`src/cpmc_pkg.sv`:
```
// shared constants and types of the current and power monitor core
package cpmc_pkg;

    typedef logic [15:0] cpmc_word_t;
    typedef logic [7:0] cpmc_addr_t;
    typedef logic [20:0] cpmc_cyc_t;

    // =========================================================
    // register offsets
    localparam cpmc_addr_t OFS_CONFIG = 8'h00;
    localparam cpmc_addr_t OFS_SHUNT_READING = 8'h01;
    localparam cpmc_addr_t OFS_BUS_READING = 8'h02;
    localparam cpmc_addr_t OFS_POWER_RESULT = 8'h03;
    localparam cpmc_addr_t OFS_CURRENT_RESULT = 8'h04;
    localparam cpmc_addr_t OFS_SCALE_FACTOR = 8'h05;

    // =========================================================
    // reset values
    localparam cpmc_word_t CONFIG_RST = 16'h4127;
    localparam cpmc_word_t DATA_RST = 16'h0000;

    // =========================================================
    // configuration field positions
    localparam int unsigned AVG_LSB = 9;
    localparam int unsigned RAIL_CT_LSB = 6;
    localparam int unsigned SHUNT_CT_LSB = 3;
    localparam int unsigned OP_SELECT_LSB = 0;
    localparam int unsigned CONFIG_RST_BIT = 15;

    // =========================================================
    // conversion times, ns, and derived cycle counts at 4 ns
    localparam int unsigned CLK_PERIOD_NS = 4;
    localparam int unsigned CT_NS [8] = '{140000, 204000, 332000, 588000,
                                          1100000, 2116000, 4156000, 8244000};

    function automatic int unsigned ns_to_cyc(input int unsigned ns);
        return (ns + CLK_PERIOD_NS - 1) / CLK_PERIOD_NS;
    endfunction

    localparam int unsigned CT_CYC [8] = '{ns_to_cyc(CT_NS[0]), ns_to_cyc(CT_NS[1]),
                                           ns_to_cyc(CT_NS[2]), ns_to_cyc(CT_NS[3]),
                                           ns_to_cyc(CT_NS[4]), ns_to_cyc(CT_NS[5]),
                                           ns_to_cyc(CT_NS[6]), ns_to_cyc(CT_NS[7])};

    // averaging: sample count is 1 << shift
    localparam int unsigned AVG_SHIFT [8] = '{0, 2, 4, 6, 7, 8, 9, 10};

    // =========================================================
    // arithmetic scaling
    localparam int unsigned CUR_SHIFT = 11;
    // power step is 25 current steps, rail step 1.25 mV: divide by 25 / 1.25e-3
    localparam int unsigned POWER_DIV = 20000;

    // =========================================================
    // sequencer states
    typedef enum logic [3:0] {
        ST_IDLE = 4'b0001,
        ST_SHUNT = 4'b0010,
        ST_RAIL = 4'b0100,
        ST_MATH = 4'b1000
    } cpmc_state_t;

endpackage

```
`src/cpmc_math_if.sv`:
```
// carrier between the sequencer and the arithmetic unit
`timescale 1ns/1ps
interface cpmc_math_if;
    logic start;
    logic signed [15:0] shunt;
    logic [14:0] rail;
    logic [14:0] scale;
    logic [15:0] current;
    logic [15:0] power;
    logic done;

    modport seq (output start, output shunt, output rail, output scale,
                 input current, input power, input done);
    modport math (input start, input shunt, input rail, input scale,
                  output current, output power, output done);
endinterface

```
`src/cpmc_core.sv`:
```
// measurement core: registers, conversion sequencer, averaging
// Operation
// - config bits 5:3 pick shunt conversion time, 140us up to 8.244ms
// - mode bits 2:0: 0/4 off, 1-3 triggered, 5-7 continuous
// - reset mode is continuous shunt and rail
// - shunt reading at 01h is signed two's complement
// - shunt code 7fff is full scale, one code per step
// - all four results present averaged values when averaging
// - rail reading at 02h holds latest rail measurement
// - top bit of rail reading always reads zero
// - power at 03h from current times rail, step 25 current steps
// - current at 04h is shunt times calibration / 2048, signed
// - calibration at 05h, low 15 bits used, bit 15 ignored
// - zero calibration keeps current and power at zero
// - config write aborts and restarts, or stops in modes 0/4; config read has no effect
// - ready only after conversions, averaging, arithmetic all finish
`timescale 1ns/1ps
module cpmc_core #(
    parameter int unsigned CONV_CYC [8] = cpmc_pkg::CT_CYC
) (
    input wire logic CORE_CLK_I,
    input wire logic ARST_N_I,
    input wire logic CE_I,
    input wire cpmc_pkg::cpmc_addr_t REG_ADDR_I,
    input wire logic REG_WR_I,
    input wire logic REG_RD_I,
    input wire cpmc_pkg::cpmc_word_t REG_WDATA_I,
    input wire logic signed [15:0] SHUNT_ADC_I,
    input wire logic [14:0] RAIL_ADC_I,
    output cpmc_pkg::cpmc_word_t REG_RDATA_O,
    output logic CONV_READY_O
);
    import cpmc_pkg::*;

    cpmc_math_if mif ();

    cpmc_math u_math (
        .clk_i(CORE_CLK_I),
        .arst_n_i(ARST_N_I),
        .ce_i(CE_I),
        .mif(mif)
    );

    // =========================================================
    // register group
    cpmc_word_t cfg_q, cfg_d;
    logic [14:0] scale_q, scale_d;
    cpmc_word_t rdata_q, rdata_d;
    logic cfg_wr;
    logic signed [15:0] shunt_q, shunt_d;
    logic [14:0] rail_q, rail_d;
    logic [15:0] cur_q, cur_d;
    logic [15:0] pwr_q, pwr_d;

    assign cfg_wr = REG_WR_I && (REG_ADDR_I == OFS_CONFIG);

    always_comb begin
        cfg_d = cfg_q;
        scale_d = scale_q;
        rdata_d = rdata_q;
        if (REG_WR_I) begin
            if (REG_ADDR_I == OFS_CONFIG) begin
                cfg_d = REG_WDATA_I;
                cfg_d[CONFIG_RST_BIT] = 1'b0;
            end
            if (REG_ADDR_I == OFS_SCALE_FACTOR) begin
                scale_d = REG_WDATA_I[14:0];
            end
        end
        if (REG_RD_I) begin
            unique case (REG_ADDR_I)
                OFS_CONFIG: rdata_d = cfg_q;
                OFS_SHUNT_READING: rdata_d = shunt_q;
                OFS_BUS_READING: rdata_d = {1'b0, rail_q};
                OFS_POWER_RESULT: rdata_d = pwr_q;
                OFS_CURRENT_RESULT: rdata_d = cur_q;
                OFS_SCALE_FACTOR: rdata_d = {1'b0, scale_q};
                default: rdata_d = '0;
            endcase
        end
    end

    always_ff @(posedge CORE_CLK_I or negedge ARST_N_I) begin
        if (!ARST_N_I) begin
            cfg_q <= CONFIG_RST;
            scale_q <= 15'h0000;
            rdata_q <= DATA_RST;
        end else if (CE_I) begin
            cfg_q <= cfg_d;
            scale_q <= scale_d;
            rdata_q <= rdata_d;
        end
    end

    // =========================================================
    // mode decode on the value in force and on the config write data
    logic [2:0] op_sel, wr_sel;
    logic shunt_en, rail_en, cont_en;
    logic wr_measure;
    int unsigned sh_ct_idx, rl_ct_idx, avg_idx;

    assign op_sel = cfg_q[OP_SELECT_LSB +: 3];
    assign wr_sel = REG_WDATA_I[OP_SELECT_LSB +: 3];
    assign shunt_en = op_sel[0];
    assign rail_en = op_sel[1];
    assign cont_en = op_sel[2];
    assign wr_measure = (wr_sel[1:0] != 2'b00);
    assign sh_ct_idx = 32'(cfg_q[SHUNT_CT_LSB +: 3]);
    assign rl_ct_idx = 32'(cfg_q[RAIL_CT_LSB +: 3]);
    assign avg_idx = 32'(cfg_q[AVG_LSB +: 3]);

    // =========================================================
    // sequencer group
    cpmc_state_t state_q, state_d;
    cpmc_cyc_t cnt_q, cnt_d;
    logic [9:0] avg_cnt_q, avg_cnt_d;
    logic signed [25:0] acc_sh_q, acc_sh_d;
    logic [24:0] acc_rl_q, acc_rl_d;
    logic ready_q, ready_d;
    logic start_q, start_d;
    logic [9:0] avg_max;
    cpmc_cyc_t sh_last, rl_last;

    assign avg_max = 10'((11'h001 << AVG_SHIFT[avg_idx]) - 11'h001);
    assign sh_last = cpmc_cyc_t'(CONV_CYC[sh_ct_idx] - 1);
    assign rl_last = cpmc_cyc_t'(CONV_CYC[rl_ct_idx] - 1);

    always_comb begin
        logic sample_end;
        sample_end = 1'b0;
        state_d = state_q;
        cnt_d = cnt_q;
        avg_cnt_d = avg_cnt_q;
        acc_sh_d = acc_sh_q;
        acc_rl_d = acc_rl_q;
        ready_d = ready_q;
        start_d = 1'b0;
        shunt_d = shunt_q;
        rail_d = rail_q;
        cur_d = cur_q;
        pwr_d = pwr_q;
        unique case (state_q)
            ST_IDLE: begin
            end
            ST_SHUNT: begin
                if (cnt_q == sh_last) begin
                    acc_sh_d = acc_sh_q + 26'(SHUNT_ADC_I);
                    cnt_d = '0;
                    if (rail_en) begin
                        state_d = ST_RAIL;
                    end else begin
                        sample_end = 1'b1;
                    end
                end else begin
                    cnt_d = cnt_q + 21'h000001;
                end
            end
            ST_RAIL: begin
                if (cnt_q == rl_last) begin
                    acc_rl_d = acc_rl_q + 25'(RAIL_ADC_I);
                    cnt_d = '0;
                    sample_end = 1'b1;
                end else begin
                    cnt_d = cnt_q + 21'h000001;
                end
            end
            ST_MATH: begin
                if (mif.done) begin
                    cur_d = mif.current;
                    pwr_d = mif.power;
                    ready_d = 1'b1;
                    acc_sh_d = '0;
                    acc_rl_d = '0;
                    avg_cnt_d = '0;
                    if (cont_en) begin
                        state_d = shunt_en ? ST_SHUNT : ST_RAIL;
                    end else begin
                        state_d = ST_IDLE;
                    end
                end
            end
        endcase
        if (sample_end) begin
            if (avg_cnt_q == avg_max) begin
                if (shunt_en) begin
                    shunt_d = 16'(acc_sh_d >>> AVG_SHIFT[avg_idx]);
                end
                if (rail_en) begin
                    rail_d = 15'(acc_rl_d >> AVG_SHIFT[avg_idx]);
                end
                start_d = 1'b1;
                state_d = ST_MATH;
            end else begin
                avg_cnt_d = avg_cnt_q + 10'h001;
                state_d = shunt_en ? ST_SHUNT : ST_RAIL;
            end
        end
        if (cfg_wr) begin
            cnt_d = '0;
            avg_cnt_d = '0;
            acc_sh_d = '0;
            acc_rl_d = '0;
            start_d = 1'b0;
            if (wr_measure) begin
                state_d = wr_sel[0] ? ST_SHUNT : ST_RAIL;
                if (!(state_q == ST_MATH && mif.done)) begin
                    ready_d = 1'b0;
                end
            end else begin
                state_d = ST_IDLE;
            end
        end
    end

    always_ff @(posedge CORE_CLK_I or negedge ARST_N_I) begin
        if (!ARST_N_I) begin
            state_q <= ST_SHUNT;
            cnt_q <= '0;
            avg_cnt_q <= '0;
            acc_sh_q <= '0;
            acc_rl_q <= '0;
            ready_q <= 1'b0;
            start_q <= 1'b0;
            shunt_q <= '0;
            rail_q <= '0;
            cur_q <= DATA_RST;
            pwr_q <= DATA_RST;
        end else if (CE_I) begin
            state_q <= state_d;
            cnt_q <= cnt_d;
            avg_cnt_q <= avg_cnt_d;
            acc_sh_q <= acc_sh_d;
            acc_rl_q <= acc_rl_d;
            ready_q <= ready_d;
            start_q <= start_d;
            shunt_q <= shunt_d;
            rail_q <= rail_d;
            cur_q <= cur_d;
            pwr_q <= pwr_d;
        end
    end

    // raw codes passed at one code per step
    assign mif.start = start_q;
    assign mif.shunt = shunt_q;
    assign mif.rail = rail_q;
    assign mif.scale = scale_q;

    assign REG_RDATA_O = rdata_q;
    assign CONV_READY_O = ready_q;

endmodule // cpmc_core

```
`src/cpmc_math.sv`:
```
// current and power arithmetic: two registered stages
`timescale 1ns/1ps
module cpmc_math (
    input wire logic clk_i,
    input wire logic arst_n_i,
    input wire logic ce_i,
    cpmc_math_if.math mif
);
    import cpmc_pkg::*;

    logic signed [15:0] cur_q, cur_d;
    logic [15:0] pwr_q, pwr_d;
    logic stage_q, stage_d;
    logic done_q, done_d;
    logic signed [31:0] cur_prod;
    logic [16:0] cur_mag;
    logic [31:0] pwr_prod;

    // =========================================================
    // arithmetic
    always_comb begin
        cur_prod = mif.shunt * $signed({1'b0, mif.scale});
        cur_mag = cur_q[15] ? 17'(-{cur_q[15], cur_q}) : {1'b0, cur_q};
        // current times rail, power step 25 current steps
        pwr_prod = 32'(cur_mag) * 32'(mif.rail);
        cur_d = cur_q;
        pwr_d = pwr_q;
        stage_d = 1'b0;
        done_d = 1'b0;
        if (mif.start) begin
            cur_d = 16'(cur_prod >>> CUR_SHIFT);
            stage_d = 1'b1;
        end else if (stage_q) begin
            pwr_d = 16'(pwr_prod / POWER_DIV);
            done_d = 1'b1;
        end
    end

    always_ff @(posedge clk_i or negedge arst_n_i) begin
        if (!arst_n_i) begin
            cur_q <= '0;
            pwr_q <= '0;
            stage_q <= 1'b0;
            done_q <= 1'b0;
        end else if (ce_i) begin
            cur_q <= cur_d;
            pwr_q <= pwr_d;
            stage_q <= stage_d;
            done_q <= done_d;
        end
    end

    assign mif.current = cur_q;
    assign mif.power = pwr_q;
    assign mif.done = done_q;

endmodule // cpmc_math

```
`config.mk`:
```
export PLATFORM = sky130hd
export DESIGN_NAME = cpmc_core
export DESIGN_NICKNAME = d
export VERILOG_FILES = /design/src/cpmc_pkg.sv /design/src/cpmc_math_if.sv /design/src/cpmc_core.sv /design/src/cpmc_math.sv
export SDC_FILE = /design/constraint.sdc
export NUM_CORES = 2
export LEC_CHECK = 0
export CAP_MARGIN = 0
export CORE_MARGIN = 4
export CORE_UTILIZATION = 60
export DETAILED_ROUTE_END_ITERATION = 6
export DONT_BUFFER_PORTS = 1
export PLACE_DENSITY = 0.76
export REMOVE_ABC_BUFFERS = 1
export SLEW_MARGIN = 25
export SYNTH_ARGS = -nofsm -noshare
export SYNTH_HDL_FRONTEND = slang
export SYNTH_SLANG_ARGS = --single-unit
```
`constraint.sdc`:
```
create_clock -name CORE_CLK_I -period 57.9 [get_ports CORE_CLK_I]
set_clock_uncertainty 0.1 [all_clocks]
set_input_delay 8.685 -clock CORE_CLK_I [delete_from_list [all_inputs] [get_ports CORE_CLK_I]]
set_output_delay 8.685 -clock CORE_CLK_I [all_outputs]
set_load 0.05 [all_outputs]
```
==> results_dict.tcl <==
set metrics [dict create \
    fmax_ghz 0.03825 \
    syn_to_final_growth_pct 4.067 \
    hold_path_class "reg2reg" \
    clock_root_buffer_master "clkbuf_16" \
    groute.usage.overall_pct 29.99 \
    ys_async_sr_fraction_pct 100.0 \
    fin_tns_setup_ns 0 \
    max_slew.worst_pin.slew_ns 1.015 \
    avgSynthCellArea_um2 8.243 \
    clock_pin_slew_on_the_worst_setup_and_hold_paths_ns 0.06 \
    use_met1_pct 41.74 \
    worst-endpoint-required_ns 58.27 \
    min_delay_worst_endpoint "u_math.mif.power[15]" \
    regToRegStartpoint "u_math.mif.current[2]" \
    post-route-drc-count 0 \
    die_area_um2 67420 \
    tritoncts_num_sinks 231 \
    finalNetCount 5137 \
    clkLatencyLatePin_ns 0.60 \
    timing.max_cap.violations 0 \
    detailed_route_iter0_violations 2820 \
    cts.path.max_buffers 3 \
    min_path_cells 2 \
    fin_crit_sh_pct 45.15 \
    avgViaCountPerCell 6.186 \
    tritoncts "done" \
    drt-wirelength-per-cell_um 18.92 \
    grt_most_used_layer "met2" \
    longest_individual_stage_delay_on_the_worst_path_ns 0.78 \
    post_route_cells_drive_above_1_share_pct 6.500 \
    synth_warnings 0 \
    timing.hold.worst.start "u_math.mif.power[15]" \
    netlist-cell-type-count 133 \
    startpoint_type "register" \
    port_buffers 0 \
    post_synth_instance_area_um2 38000 \
    synth.ff_latch_count 231 \
    post_synth_inst_count 4610 \
    final_setup_violation_count 0 \
    final_common_cell "nand2_1" \
    groute.layer.met2.usage_pct 49.74 \
    die_h_um 259.7 \
    yosys_most_used_dff "dfrtp_1" \
    hold_viol_final 0 \
    mostFrequentLayoutCells "nand2_1, inv_1, fa_1" \
    status "completed" \
    grt_start_max_net_pins 232 \
    criticalPathCategory "reg2reg" \
    timing.slew.headroom_pct 32.35 \
    cpMostUsedCell "fa_1" \
    fp-row-count 91 \
    yosysSeqAreaShare_pct 15.24 \
    synth_edf_count 0 \
    place.gp.congestion 0.9364 \
    timing.final.crit_period_ns 26.14 \
    antenna_found_initial 2 \
    numCtsBuffers 29 \
    post_cts.repair.setup_buffers 0 \
    crit_path_top_delay_cell "xor2_1" \
    wl_mm 100.6 \
    timing.critical_path.fanout_max 15 \
    postCtsHoldBufs 0 \
    dr.pass1.iters 6 \
    overflow 0 \
    ant_nets 0 \
    i_o_pin_count 77 \
    timing.critical_path.arrival_ns 26.51 \
    max_slew_violation_count 0 \
    dieWidth_um 259.7 \
    dr_total_vias 32873 \
    number_of_global_route_vias_before_repair 32576 \
    num_antenna_cells 0 \
    grt_pass1_wl_mm 168.1 \
    ff2ff_setup_slack_ns 31.76 \
    endpoint_kind "register" \
    post-dp-hpwl_mm 76.73 \
    reg2reg_to "u_math.mif.power[0]" \
    grt_setup_unrepaired "no" \
    design.core.area_um2 62170 \
    cts_repair_resize_count 0 \
    depth_of_the_worst_register_to_register_path 79 \
    start_util_pct 61.12 \
    grt_util_met3_pct 3.856 \
    h-tree-depth 1 \
]
metal layers:
| layer | wire, um | part of all wire [%] |
|---|---|---|
| met1 | 43190 | 43 |
| met2 | 47180 | 47 |
| met3 | 7001 | 7.0 |
| met4 | 3144 | 3.1 |
| met5 | 27 | 0.027 |
critical path: cells and delay by family, from the launching register on:
family / cells / cell delay, ns
mux: 5 / 1.85
xor+xnor: 8 / 3.44
buf+inv: 5 / 0.53
fa+ha+maj: 7 / 3.66
compound gates: 26 / 8.79
simple gates: 28 / 7.12
flops: 1 / 0.47
sequential cells by signal, summed over array words and instances, names as in the netlist:
name / flops
u_math.mif.current: 16
cur_q: 16
u_math.mif.power: 16
mif.rail: 15
u_math.mif.done: 1
CONV_READY_O: 1
pwr_q: 16
u_math.stage_q: 1
state_q: 4
acc_sh_q: 26
mif.start: 1
acc_rl_q: 25
REG_RDATA_O: 16
mif.scale: 15
cnt_q: 21
cfg_q: 15
avg_cnt_q: 10
mif.shunt: 16
how the worst max path moves through the flow:
stage	start	end	slack, ns	cells past startpoint
3_3_place_gp	u_math.mif.current[2]	u_math.mif.power[0]	32.41	74
3_5_place_dp	u_math.mif.current[2]	u_math.mif.power[0]	32.20	74
6_report	u_math.mif.current[2]	u_math.mif.power[0]	31.76	79
5_1_grt	u_math.mif.current[2]	u_math.mif.power[0]	29.77	79
4_1_cts	u_math.mif.current[2]	u_math.mif.power[0]	32.07	74
2_1_floorplan	u_math.mif.current[2]	u_math.mif.power[0]	36.00	78
final cells by class:
class / count / area [um^2]
Clock buffer: 37 / 775.7
Clock inverter: 17 / 302.8
Fill cell: 5354 / 22620
Inverter: 558 / 2095
Multi-Input combinational cell: 3596 / 29250
Sequential cell: 231 / 5789
Tap cell: 837 / 1047
Timing Repair Buffer: 38 / 282.8
Yosys cell counts (all sizes together) (16+ instances only):
master / instances / share of area, %
nand2: 592 / 5.9
clkbuf: 202 / 2.0
ha: 221 / 7.3
xor2: 93 / 2.3
a22o: 22 / 0.51
o31ai: 24 / 0.51
nor4: 21 / 0.36
a31oi: 33 / 0.56
inv: 558 / 5.5
or2: 18 / 0.30
a21o: 36 / 0.71
o211ai: 45 / 0.94
mux2: 86 / 2.6
mux2i: 81 / 2.2
nor2: 290 / 2.9
and2: 259 / 4.3
o21a: 17 / 0.34
fa: 402 / 21
and3: 27 / 0.44
nand3: 67 / 0.88
o21ai: 266 / 3.6
nand2b: 25 / 0.41
a221oi: 29 / 0.76
or3: 19 / 0.31
a21oi: 274 / 3.8
a2111oi: 16 / 0.50
buf: 37 / 0.55
dfrtp: 224 / 15
xnor2: 133 / 3.1
o22ai: 44 / 0.72
nor2b: 20 / 0.33
o21bai: 41 / 0.81
a211oi: 36 / 0.86
nand4: 39 / 0.66
nor3: 78 / 1.1
cells by family (layout without fill, tap and decap cells):
family	count (synthesis)	in the layout	share of synthesized area [%]
flip-flops	231	231	15.24
adder cells (fa/ha/maj)	630	630	28.65
XOR/XNOR	226	226	5.407
buffers and inverters	797	650	8.054
other	2	16	0.01976
AND/OR/NAND/NOR	1494	1494	18.75
multiplexers	167	167	4.732
AO/OA/AOI/OAI	1063	1063	19.15
stage by stage:
stage | instance area [um^2] | setup slack, ns | hold WS, ns | cells | utilization, %
after floorplan | 37090 | 36.00 | 0.3454 | 4385 | -
after global routing | 39540 | 29.77 | 0.4088 | 5314 | 63.61
final | 39540 | 31.76 | 0.3779 | 5314 | 63.61
after CTS | 39510 | 32.07 | 0.3849 | 5313 | 63.56
after detailed placement | 38440 | 32.20 | 0.3709 | 5259 | 61.83
after global placement | 38440 | 32.41 | 0.3593 | 5259 | 61.83
Power is left out: the tool's default activity adds up to more than one toggle a clock period on the data nets, which glitch-free logic cannot reach.
